$ cat src/verilog/aie_pkg.sv
// Package: offsets, field positions, reset values and event indices for the enable block
package aie_pkg;
  localparam int unsigned AIE_NUM_EVENTS = 22;
  localparam int unsigned AIE_ADDR_W     = 12;

  localparam logic [11:0] AIE_OFS_STATUS = 12'h0_100;
  localparam logic [11:0] AIE_OFS_MASK   = 12'h0_104;
  localparam logic [11:0] AIE_OFS_SET    = 12'h0_304;
  localparam logic [11:0] AIE_OFS_CLEAR  = 12'h0_308;

  localparam logic [31:0] AIE_RST_ENABLE = 32'h0000_0000;
  localparam logic [31:0] AIE_RST_STATUS = 32'h0000_0000;
  localparam logic [31:0] AIE_RST_MASK   = 32'h0000_0000;

  localparam int unsigned AIE_BIT_STARTED      = 0;
  localparam int unsigned AIE_BIT_END          = 1;
  localparam int unsigned AIE_BIT_DONE         = 2;
  localparam int unsigned AIE_BIT_RESULT_DONE  = 3;
  localparam int unsigned AIE_BIT_CAL_DONE     = 4;
  localparam int unsigned AIE_BIT_STOPPED      = 5;
  localparam int unsigned AIE_BIT_CHAN0_UPPER  = 6;
  localparam int unsigned AIE_BIT_CHAN_STRIDE  = 2;

  typedef enum logic [3:0] {
    AIE_SEL_NONE   = 4'b0001,
    AIE_SEL_SET    = 4'b0010,
    AIE_SEL_CLEAR  = 4'b0100,
    AIE_SEL_OTHER  = 4'b1000
  } aie_sel_t;
endpackage : aie_pkg

$ cat src/verilog/aie_top.sv
// Converter event interrupt enable registers with status, mask and interrupt output
//
// The plain strobed port was decided locally.
`timescale 1ns/1ps
module aie_top
  import aie_pkg::*;
#(
  parameter int unsigned NUM_EVENTS = AIE_NUM_EVENTS
) (
  input  wire logic                  clk,        // 125 MHz clock
  input  wire logic                  rst,        // Async reset, active high
  input  wire logic [AIE_ADDR_W-1:0] addr,       // Byte address
  input  wire logic [31:0]           wdata,      // Write data
  input  wire logic                  wr,         // Write strobe
  input  wire logic                  rd,         // Read strobe
  input  wire logic [NUM_EVENTS-1:0] event_in,   // Converter event pulses
  output logic      [31:0]           rdata,      // Read data, cycle after rd
  output logic      [NUM_EVENTS-1:0] enable_out, // Enable state per event
  output logic                       irq         // Level interrupt
);

  logic [NUM_EVENTS-1:0] enable;
  logic [NUM_EVENTS-1:0] status;
  logic [NUM_EVENTS-1:0] mask;
  logic [NUM_EVENTS-1:0] next_mask;
  logic [31:0]           next_rdata;
  logic [NUM_EVENTS-1:0] next_enable_out;
  logic                  next_irq;
  logic [NUM_EVENTS-1:0] set_vec;
  logic [NUM_EVENTS-1:0] clr_vec;
  logic [NUM_EVENTS-1:0] w1c_vec;
  logic [NUM_EVENTS-1:0] gated_event;
  aie_sel_t              wsel;

  // Shared decode for write paths
  function automatic aie_sel_t aie_decode(input logic [AIE_ADDR_W-1:0] a);
    if (a == AIE_OFS_SET) begin
      return AIE_SEL_SET;
    end else if (a == AIE_OFS_CLEAR) begin
      return AIE_SEL_CLEAR;
    end else if (a == AIE_OFS_STATUS || a == AIE_OFS_MASK) begin
      return AIE_SEL_OTHER;
    end
    return AIE_SEL_NONE;
  endfunction : aie_decode

  function automatic logic [31:0] aie_widen(input logic [NUM_EVENTS-1:0] v);
    logic [31:0] r;
    r = '0;
    r[NUM_EVENTS-1:0] = v;
    return r;
  endfunction : aie_widen

  always_comb begin
    wsel    = wr ? aie_decode(addr) : AIE_SEL_NONE;
    // Only ones act; zero bits leave enables alone
    set_vec = (wsel == AIE_SEL_SET) ? wdata[NUM_EVENTS-1:0] : '0;
    clr_vec = (wsel == AIE_SEL_CLEAR) ? wdata[NUM_EVENTS-1:0] : '0;
    w1c_vec = (wr && addr == AIE_OFS_STATUS) ? wdata[NUM_EVENTS-1:0] : '0;
  end

  // Each bit index maps one event: 0-5 core events, then channel limits high/low
  genvar gi;
  generate
    for (gi = 0; gi < NUM_EVENTS; gi++) begin : g_evt
      aie_enable_bit u_en (
        .clk       (clk),
        .rst       (rst),
        .set_pulse (set_vec[gi]),
        .clr_pulse (clr_vec[gi]),
        .enable    (enable[gi])
      );
      // Disabled events never reach the status register
      assign gated_event[gi] = event_in[gi] & enable[gi];
      aie_status_bit u_st (
        .clk      (clk),
        .rst      (rst),
        .event_in (gated_event[gi]),
        .w1c      (w1c_vec[gi]),
        .flag     (status[gi])
      );
    end
  endgenerate

  always_comb begin
    next_mask = mask;
    if (wr && addr == AIE_OFS_MASK) begin
      next_mask = wdata[NUM_EVENTS-1:0];
    end
  end

  always_comb begin
    next_rdata = 32'h0000_0000;
    if (rd) begin
      unique case (addr)
        AIE_OFS_SET:    next_rdata = aie_widen(enable);
        AIE_OFS_CLEAR:  next_rdata = aie_widen(enable);
        AIE_OFS_STATUS: next_rdata = aie_widen(status);
        AIE_OFS_MASK:   next_rdata = aie_widen(mask);
        default:        next_rdata = 32'h0000_0000;
      endcase
    end
    next_enable_out = enable;
    next_irq        = |(status & mask);
  end

  always_ff @(posedge clk or posedge rst) begin
    if (rst) begin
      mask       <= AIE_RST_MASK[NUM_EVENTS-1:0];
      rdata      <= 32'h0000_0000;
      enable_out <= AIE_RST_ENABLE[NUM_EVENTS-1:0];
      irq        <= 1'b0;
    end else begin
      mask       <= next_mask;
      rdata      <= next_rdata;
      enable_out <= next_enable_out;
      irq        <= next_irq;
    end
  end

  // Assertions
  a_set_enables: assert property (@(posedge clk) disable iff (rst)
    (wr && addr == AIE_OFS_SET && wdata[0]) |=> enable[0])
    else $error("enable bit 0 not set by write one");
  a_zero_keeps: assert property (@(posedge clk) disable iff (rst)
    (wr && addr == AIE_OFS_SET && wdata[NUM_EVENTS-1:0] == '0)
      |=> enable == $past(enable))
    else $error("zero write to set register changed enables");
  a_clear_disables: assert property (@(posedge clk) disable iff (rst)
    (wr && addr == AIE_OFS_CLEAR && wdata[12]) |=> !enable[12])
    else $error("clear write did not disable bit 12");
  a_read_back: assert property (@(posedge clk) disable iff (rst)
    (rd && addr == AIE_OFS_SET) |=> rdata[NUM_EVENTS-1:0] == $past(enable))
    else $error("set register read does not show enables");
  a_read_upper_zero: assert property (@(posedge clk) disable iff (rst)
    rd |=> rdata[31:NUM_EVENTS] == '0)
    else $error("unused read bits not zero");
  a_high_bit_set: assert property (@(posedge clk) disable iff (rst)
    (wr && addr == AIE_OFS_SET && wdata[21]) |=> enable[21] ##1 enable_out[21])
    else $error("bit 21 enable not set and shown");
  a_chan0_set: assert property (@(posedge clk) disable iff (rst)
    (wr && addr == AIE_OFS_SET && wdata[7:6] == 2'b11) |=> enable[7:6] == 2'b11)
    else $error("channel 0 limit enables not set");
  a_chan12_set: assert property (@(posedge clk) disable iff (rst)
    (wr && addr == AIE_OFS_SET && wdata[11:8] == 4'hf) |=> enable[11:8] == 4'hf)
    else $error("channel 1 and 2 enables not set");
  a_core_set: assert property (@(posedge clk) disable iff (rst)
    (wr && addr == AIE_OFS_SET && wdata[5:0] == 6'h3f) |=> enable[5:0] == 6'h3f)
    else $error("core event enables not set");
  a_bit12_hold: assert property (@(posedge clk) disable iff (rst)
    (enable[12] && !(wr && addr == AIE_OFS_CLEAR && wdata[12])) |=> enable[12])
    else $error("bit 12 dropped without clear");
  a_irq_level: assert property (@(posedge clk) disable iff (rst)
    |(status & mask) |=> irq)
    else $error("interrupt not raised");

  // Set register: every field group and the all-ones write
  a_set_end: assert property (@(posedge clk) disable iff (rst)
    (wr && addr == AIE_OFS_SET && wdata[1])
    |=> enable[1])
    else $error("end enable not set");

  a_set_stopped: assert property (@(posedge clk) disable iff (rst)
    (wr && addr == AIE_OFS_SET && wdata[5])
    |=> enable[5])
    else $error("stopped enable not set");

  a_set_chan0_low: assert property (@(posedge clk) disable iff (rst)
    (wr && addr == AIE_OFS_SET && wdata[7])
    |=> enable[7])
    else $error("channel 0 lower enable not set");

  a_set_chan1_low: assert property (@(posedge clk) disable iff (rst)
    (wr && addr == AIE_OFS_SET && wdata[9])
    |=> enable[9])
    else $error("channel 1 lower enable not set");

  a_set_chan2_low: assert property (@(posedge clk) disable iff (rst)
    (wr && addr == AIE_OFS_SET && wdata[11])
    |=> enable[11])
    else $error("channel 2 lower enable not set");

  a_set_bit12: assert property (@(posedge clk) disable iff (rst)
    (wr && addr == AIE_OFS_SET && wdata[12])
    |=> enable[12])
    else $error("channel 3 upper enable not set");

  a_set_chan3_low: assert property (@(posedge clk) disable iff (rst)
    (wr && addr == AIE_OFS_SET && wdata[13])
    |=> enable[13])
    else $error("channel 3 lower enable not set");

  a_set_chan4_6: assert property (@(posedge clk) disable iff (rst)
    (wr && addr == AIE_OFS_SET && wdata[19:14] == 6'h3f)
    |=> enable[19:14] == 6'h3f)
    else $error("channel 4 to 6 enables not set");

  a_set_chan7: assert property (@(posedge clk) disable iff (rst)
    (wr && addr == AIE_OFS_SET && wdata[21:20] == 2'b11)
    |=> enable[21:20] == 2'b11)
    else $error("channel 7 enables not set");

  a_set_all_ones: assert property (@(posedge clk) disable iff (rst)
    (wr && addr == AIE_OFS_SET && wdata[NUM_EVENTS-1:0] == '1)
    |=> enable == '1)
    else $error("all-ones set write left an enable low");

  // A set write may only add enables, never drop one
  a_set_only_adds: assert property (@(posedge clk) disable iff (rst)
    (wr && addr == AIE_OFS_SET)
    |=> (enable & $past(enable)) == $past(enable))
    else $error("set write dropped an enable");

  a_set_exact: assert property (@(posedge clk) disable iff (rst)
    (wr && addr == AIE_OFS_SET)
    |=> enable == ($past(enable) | $past(wdata[NUM_EVENTS-1:0])))
    else $error("set write result wrong");

  // Clear register shares the enable state with the set register
  a_clear_exact: assert property (@(posedge clk) disable iff (rst)
    (wr && addr == AIE_OFS_CLEAR)
    |=> enable == ($past(enable) & ~$past(wdata[NUM_EVENTS-1:0])))
    else $error("clear write result wrong");

  a_clear_bit0: assert property (@(posedge clk) disable iff (rst)
    (wr && addr == AIE_OFS_CLEAR && wdata[0])
    |=> !enable[0])
    else $error("clear write did not disable bit 0");

  a_clear_bit21: assert property (@(posedge clk) disable iff (rst)
    (wr && addr == AIE_OFS_CLEAR && wdata[21])
    |=> !enable[21])
    else $error("clear write did not disable bit 21");

  a_clear_core: assert property (@(posedge clk) disable iff (rst)
    (wr && addr == AIE_OFS_CLEAR && wdata[5:0] == 6'h3f)
    |=> enable[5:0] == 6'h00)
    else $error("core event enables not cleared");

  a_clear_chan0: assert property (@(posedge clk) disable iff (rst)
    (wr && addr == AIE_OFS_CLEAR && wdata[7:6] == 2'b11)
    |=> enable[7:6] == 2'b00)
    else $error("channel 0 enables not cleared");

  a_clear_only_drops: assert property (@(posedge clk) disable iff (rst)
    (wr && addr == AIE_OFS_CLEAR)
    |=> (enable & ~$past(enable)) == '0)
    else $error("clear write raised an enable");

  // Enables move only on a set or clear write; events never touch them
  a_enable_quiet: assert property (@(posedge clk) disable iff (rst)
    !(wr && (addr == AIE_OFS_SET || addr == AIE_OFS_CLEAR))
    |=> enable == $past(enable))
    else $error("enable changed without a write");

  // Read path: data stands one cycle after the strobe, zero otherwise
  a_read_clear_reg: assert property (@(posedge clk) disable iff (rst)
    (rd && addr == AIE_OFS_CLEAR)
    |=> rdata[NUM_EVENTS-1:0] == $past(enable))
    else $error("clear register read does not show enables");

  a_read_bit12: assert property (@(posedge clk) disable iff (rst)
    (rd && addr == AIE_OFS_SET && enable[12])
    |=> rdata[12])
    else $error("bit 12 enable not read back");

  a_read_status: assert property (@(posedge clk) disable iff (rst)
    (rd && addr == AIE_OFS_STATUS)
    |=> rdata[NUM_EVENTS-1:0] == $past(status))
    else $error("status read wrong");

  a_read_mask: assert property (@(posedge clk) disable iff (rst)
    (rd && addr == AIE_OFS_MASK)
    |=> rdata[NUM_EVENTS-1:0] == $past(mask))
    else $error("mask read wrong");

  a_read_unmapped: assert property (@(posedge clk) disable iff (rst)
    (rd && aie_decode(addr) == AIE_SEL_NONE)
    |=> rdata == 32'h0000_0000)
    else $error("unmapped read not zero");

  a_rdata_idle: assert property (@(posedge clk) disable iff (rst)
    !rd
    |=> rdata == 32'h0000_0000)
    else $error("read data stands without a read");

  a_enable_out_copy: assert property (@(posedge clk) disable iff (rst)
    1'b1
    |=> enable_out == $past(enable))
    else $error("enable output does not follow enables");

  // Status, mask and interrupt; set wins over a same-cycle clear
  a_status_set: assert property (@(posedge clk) disable iff (rst)
    gated_event[0]
    |=> status[0])
    else $error("enabled event did not set status");

  a_status_top: assert property (@(posedge clk) disable iff (rst)
    gated_event[NUM_EVENTS-1]
    |=> status[NUM_EVENTS-1])
    else $error("enabled top event did not set status");

  a_status_gated: assert property (@(posedge clk) disable iff (rst)
    (!enable[0] && !status[0])
    |=> !status[0])
    else $error("disabled event reached status");

  a_status_sticky: assert property (@(posedge clk) disable iff (rst)
    (status[0] && !w1c_vec[0])
    |=> status[0])
    else $error("status dropped without a clear");

  a_status_w1c: assert property (@(posedge clk) disable iff (rst)
    (w1c_vec[0] && !gated_event[0])
    |=> !status[0])
    else $error("status not cleared by write one");

  a_status_set_wins: assert property (@(posedge clk) disable iff (rst)
    (w1c_vec[0] && gated_event[0])
    |=> status[0])
    else $error("clear beat a same-cycle event");

  a_mask_write: assert property (@(posedge clk) disable iff (rst)
    (wr && addr == AIE_OFS_MASK)
    |=> mask == $past(wdata[NUM_EVENTS-1:0]))
    else $error("mask write not taken");

  a_mask_hold: assert property (@(posedge clk) disable iff (rst)
    !(wr && addr == AIE_OFS_MASK)
    |=> mask == $past(mask))
    else $error("mask changed without a write");

  a_irq_low: assert property (@(posedge clk) disable iff (rst)
    ((status & mask) == '0)
    |=> !irq)
    else $error("interrupt raised with nothing pending");

endmodule : aie_top

$ cat src/verilog/aie_enable_bit.sv
// One enable bit with write-one-to-set and write-one-to-clear
`timescale 1ns/1ps
module aie_enable_bit (
  input  wire logic clk,       // Clock
  input  wire logic rst,       // Async reset
  input  wire logic set_pulse, // Write one to set register
  input  wire logic clr_pulse, // Write one to clear register
  output logic      enable     // Present enable state
);
  logic next_enable;

  always_comb begin
    next_enable = enable;
    if (clr_pulse) begin
      next_enable = 1'b0;
    end
    if (set_pulse) begin
      next_enable = 1'b1;
    end
  end

  always_ff @(posedge clk or posedge rst) begin
    if (rst) begin
      enable <= 1'b0;
    end else begin
      enable <= next_enable;
    end
  end
endmodule : aie_enable_bit

$ cat src/verilog/aie_status_bit.sv
// One sticky event flag, cleared by writing a one; set wins over clear
`timescale 1ns/1ps
module aie_status_bit (
  input  wire logic clk,     // Clock
  input  wire logic rst,     // Async reset
  input  wire logic event_in, // Event pulse
  input  wire logic w1c,     // Clear request
  output logic      flag     // Sticky flag
);
  logic next_flag;

  always_comb begin
    next_flag = flag;
    if (w1c) begin
      next_flag = 1'b0;
    end
    if (event_in) begin
      next_flag = 1'b1;
    end
  end

  always_ff @(posedge clk or posedge rst) begin
    if (rst) begin
      flag <= 1'b0;
    end else begin
      flag <= next_flag;
    end
  end
endmodule : aie_status_bit

$ cat config.mk
export PLATFORM = sky130hd
export DESIGN_NAME = aie_top
export DESIGN_NICKNAME = d
export VERILOG_FILES = /design/src/verilog/aie_pkg.sv /design/src/verilog/aie_top.sv /design/src/verilog/aie_enable_bit.sv /design/src/verilog/aie_status_bit.sv
export SDC_FILE = /design/constraint.sdc
export NUM_CORES = 1
export LEC_CHECK = 0
export BUFFER_PORTS_ARGS = -buffer_cell sky130_fd_sc_hd__buf_2
export CAP_MARGIN = 20
export CORE_ASPECT_RATIO = 0.6
export CORE_MARGIN = 3
export CORE_UTILIZATION = 45
export CTS_CLUSTER_DIAMETER = 200
export DETAILED_ROUTE_END_ITERATION = 6
export GPL_TIMING_DRIVEN = 0
export PLACE_DENSITY = 0.7
export SYNTH_ARGS = -nofsm -noshare
export SYNTH_HDL_FRONTEND = slang
export SYNTH_SLANG_ARGS = --single-unit
$ cat constraint.sdc
create_clock -name clk -period 4 [get_ports clk]
set_input_delay 0.6 -clock clk [delete_from_list [all_inputs] [get_ports clk]]
set_output_delay 0.6 -clock clk [all_outputs]
set_load 0.01 [all_outputs]
; After elaboration in Yosys (flattened, before gate mapping)
; Cells that the tools add are included.
[word_totals]
reg_bits = 121
inputBits = 70
out_inout_bits = 55
word_cells = 227
[classes]
eq_ne = 6
mux = 101
n_bitwise = 23
reduce_logical = 49
[op_table]
columns = operator, n
row1 = $mux 1, 91
row2 = $mux 22, 4
row3 = $reduce_bool 2->1, 44
row4 = $pmux 22 s3, 1
row5 = $eq 12x10->1 const B, 2
row6 = $eq 12x9->1 const B, 2
row7 = $and 1x1->1, 22
row8 = $and 22x22->22, 1
row9 = $reduce_or 22->1, 1
row10 = $mux 4, 5
row11 = $eq 4x2->1 const B, 1
row12 = $eq 4x3->1 const B, 1
row13 = $logic_and 1x1->1, 2
row14 = $reduce_or 2->1, 1
row15 = $logic_or 1x1->1, 1

; Logic depth before layout (Yosys ltp)
[logic_depth]
ltp_word = 11
ltp_mapped = 6
depth_no_buf = 4

; By module
; A second synthesis with hierarchy kept.
[hier_totals]
cells_unflattened = 533
hier_area_um2 = 5416.4
[modules_own_cells]
columns = module, instances, cells_per_inst, area_each_um2, seq_area_each_um2
row1 = aie_top, 1, 357, 3654.8, 1676.6
row2 = aie_enable_bit, 22, 4, 40.0, 25.0
row3 = aie_status_bit, 22, 4, 40.0, 25.0

; Worst setup path after synthesis
; No wires, ideal clock.
[synth_timing]
path_type = input -> register
startpoint = input port addr[1]
endpoint = register mask[0]
setup_time_ns = 0.125
arrival_time_ns = 1.985
required_ns = 3.875
path_slack_ns = 1.890
stages = 6
n_path_buf = 2
cell_sequence = nor4_4 -> nand3_1 -> or3_1 -> buf_2 -> buf_6 -> mux2_4
[synth_via]
elab_chain_len = 2
[synth_lines]
columns = item, line
row1 = from (decl), aie_top.sv:12  ; input wire logic [AIE_ADDR_W-1:0] addr,
row2 = $eq 12x9->1, aie_top.sv:87  ; if (wr && addr == AIE_OFS_MASK) begin
row3 = $logic_and 1x1->1, aie_top.sv:87
row4 = to (signal assigned), aie_top.sv:109  ; mask <= AIE_RST_MASK[NUM_EVENTS-1:0];
row5 = to (signal assigned), aie_top.sv:114  ; mask <= next_mask;
row6 = to (decl), aie_top.sv:24  ; logic [NUM_EVENTS-1:0] mask;
; No other way between the ends.
; A chain may end at the register's enable or synchronous reset.

; Final worst setup path
[layout_timing]
startpoint = input port addr[11]
endpoint = register g_evt[10].u_st.flag
[layout_via]
elab_chain_len = 4
[layout_lines]
columns = item, line
row1 = $eq 12x9->1, aie_top.sv:59  ; w1c_vec = (wr && addr == AIE_OFS_STATUS) ? wdata[NUM_EVENTS-1:0] : '0;
row2 = $logic_and 1x1->1, aie_top.sv:59
row3 = $mux 22, aie_top.sv:59
row4 = $reduce_bool 2->1 (no source line), -
row5 = to (signal assigned), aie_status_bit.sv:26  ; flag <= next_flag;
row6 = to (decl), aie_status_bit.sv:8  ; output logic flag
; No other way between the ends.

==> summary.md <==
| Metric | Value |
|---|---|
| Largest net degree at the start of global routing | `57` |
| First-pass GRT wire length | `around 19000 µm` |
| Sequential power share | `52.2%` |
| Area leader, netlist | `dfrtp_1` |
| Most frequent cell after synthesis | `dfrtp_1` |
| Initial core utilization | `between 40% and 50%` |
| Mapped cell area | `4740 µm²` |
| Max FO, Critical Path | `10` |
| Initial DRT Pass Iterations | `5` |
| Critical path arrival | `between 2 and 2.5 ns` |
| Unrepaired setup endpoints after global routing | `no` |
| Initial antenna violation count | `0` |
| P_int | `0.00168 W` |
| ANT nets after route | `0` |
| Synth top area cells | `dfrtp_1 59%, mux2_4 6.3%, a221o_1 4.6%` |
| Kind of critical path | `input pin to register` |
| Combinational share of power | `6.2%` |
| Postcts setup bufs | `0` |
| Final Hold Fails | `0` |
| Full die area | `11800 µm²` |
| Clock buffer depth | `2` |
| Vias | `3516` |
| Worst path required time | `approximately 4.2 ns` |
| Placed wire-length estimate | `around 8500 µm` |
| Max Slew Vio Count | `0` |
| Final Setup Violations | `0` |
| CP Capture Type | `register` |
| Skew-Pair Late Insertion Delay | `0.35 ns` |
| Fmax | `445 MHz` |
| Post-CTS Hold Fix Bufs | `0` |
| Gpl congestion | `roughly 0.87` |
| # rows | `28` |
| Flop2flop setup slack | `about 2.5 ns` |
| CTS H-Tree Depth | `3` |
| Max Cap Viol | `0` |
| PwrDens | `374 nW/µm²` |
| Vias in the first global route | `3556` |
| Initial DRC count | `230` |
| Actual slew at the worst max-slew pin | `0.825 ns` |
| FF-to-FF End | `irq` |
| Final period utilization | `between 50% and 60%` |
| Drt drc | `0` |
| Share of cells above drive strength 1 | `32.2%` |
| Avg Synthesized Cell Area | `12.6 µm²` |
| Clk_skew | `0.0105 ns` |
| Port buffer count | `102` |
| WL/cell | `18.6 µm` |
| Part of the power in the clock network | `41.6%` |
| Dpl ws | `1.42 ns` |
| Status | `finished clean` |
| WL final | `11900 µm` |
| Rel. slew slack | `45.0%` |
| VDD IR-drop max | `0.237 mV` |
| Synth warn | `0` |
| Num CTS Buffers | `9` |
| Seq/Total Area, Yosys | `58.6%` |
| Worst Setup SP | `addr[11]` |
| Clock Root Buffer | `clkbuf_16` |
| Post-layout util | `57.5%` |
| Crit path capture | `g_evt[10].u_st.flag` |
| Synth cell types | `34` |
| Nets | `568` |
| Sw Ratio | `22.3%` |
| Overall routing resource usage | `between 20% and 30%` |
| Clock-pin slew on the worst setup and hold paths | `0.07 ns` |
| Reg2Reg Launch Point | `g_evt[11].u_st.flag` |
| Number of synthesized flops with an enable pin | `0` |
| Final Critical Period | `2.25 ns` |
| Top cell type's share of synthesized area | `58.6%` |
| Diodes inserted | `0` |
| DIE HEIGHT | `85.5 µm` |
| Sw Pwr | `0.000482 W` |
| Via/cell ratio | `5.51` |
| GR Overflow Total | `0` |
| CTS resizes | `0` |
| Top Ports | `125` |
| Filler cells | `about 860` |
| Layout area overhead | `22.0%` |
| Clock Sinks | `111` |
| Core ar. | `10100 µm²` |
| Asr flop ratio synth | `100%` |
| Pleak | `between 2 and 3 nW` |
| Critical Path Source Type | `input pin` |
| Mapped Cells | `~380` |
| Die extent in x | `138 µm` |
| TritonCTS clock tree | `yes` |
| PnR Total Power | `0.00216 W` |
| Synth Register Bits | `approximately 110` |
| Worst hold path class | `input pin to async pin` |
| Reg2Reg Depth | `4` |
| Setup ws final | `1.75 ns` |
| Synth top cells by count | `111 x dfrtp_1, 44 x nand2_1, 24 x nand4_1` |
| Top_reg_cell synth | `dfrtp_1` |
-- layout by cell type, fill, tap and decap left out, drive strengths merged --
cell type	netlist	layout
clkinv	0	4
buf	19	122
nor2	1	1
nand3	2	2
xor2	1	1
nand4	24	24
clkbuf	14	25
or3	1	1
bufinv	0	1
inv	1	1
nor4	3	3
nand2	44	44
o21ai	22	22
a221oi	4	4
nor4b	2	2
a221o	22	22
o2bb2ai	22	22
nor2b	22	22
nand3b	1	1
a22oi	3	3
or4	1	1
or3b	2	2
dfrtp	111	111
and4	1	1
conb	1	10
mux2i	22	22
mux2	22	22
a22o	4	4
nand4b	2	2
nor3b	1	1
-- critical path, cell delays in order --
cell and delay (ns):
buf_2 0.10, or3b_1 0.43, nor4b_1 0.28, nand4b_1 0.27, clkbuf_1 0.40, a221o_1 0.39
-- layer usage --
layer  routed length [µm]  up-vias  global-route usage, %
met5                    0        -                      0
met4                  104        0                   4.13
met3                 1090       11                   6.53
met2                 5230      149                   31.0
met1                 5450     1737                   30.6
li1                     -     1619                      -
-- per-stage QoR --
stage	hold WS, ns	setup TNS [ns]	instance area [µm²]	cells
after floorplan	0.389	0	4770	384
after global placement	0.409	-68.44	5450	621
after detailed placement	0.410	0	5480	622
after CTS	0.386	0	5780	638
after global routing	0.425	0	5780	638
final	0.360	0	5780	638
-- registers in the layout, summed over array words and instances (netlist names) --
name               flops
mask                  22
g_evt.u_st.flag       22
rdata                 22
enable_out            22
irq                    1
g_evt.u_en.enable     22
-- power groups by stage --
stage | registers (W) | clock network, W | logic (W)
after floorplan | 0.00115 | 0 | 0.0000677
after global placement | 0.00115 | 0 | 0.000128
after detailed placement | 0.00115 | 0 | 0.000135
after CTS | 0.00113 | 0.000909 | 0.000135
after global routing | 0.00113 | 0.000960 | 0.000150
final | 0.00113 | 0.000900 | 0.000134
-- cell type report --
cell class	count	area (µm²)	area share [%]
multi-input combinational	239	1810	31.3
clock inverter	5	57.6	0.995
buffer	33	183	3.16
sequential	111	2780	48.0
inverter	1	6.26	0.108
timing repair buffer	103	538	9.31
clock buffer	11	243	4.20
tap	135	169	2.92
-- kinds of logic (layout without fill, tap and decap cells) --
| group | after synthesis | in the layout | synth area share (%) |
|---|---|---|---|
| AOI/OAI and AO/OA | 77 | 77 | 13.0 |
| muxes | 44 | 44 | 11.5 |
| other | 1 | 10 | 0.0791 |
| buffers and inverters | 34 | 153 | 3.93 |
| xor gates and xnor gates | 1 | 1 | 0.185 |
| DFF | 111 | 111 | 58.6 |
| and+or+nand+nor | 107 | 107 | 12.7 |
-- worst min path at each step --
stage | startpoint | end | slack, ns | depth (start not counted)
2_1_floorplan | g_evt[0].u_en.enable | enable_out[0] | 0.39 | 0
5_1_grt | rst | enable_out[3] | 0.43 | 2
6_report | rst | g_evt[3].u_en.enable | 0.36 | 2
3_5_place_dp | g_evt[3].u_en.enable | enable_out[3] | 0.41 | 0
4_1_cts | rst | enable_out[3] | 0.39 | 2
3_3_place_gp | g_evt[18].u_en.enable | enable_out[18] | 0.41 | 0
(Power assumes the default switching activity.)
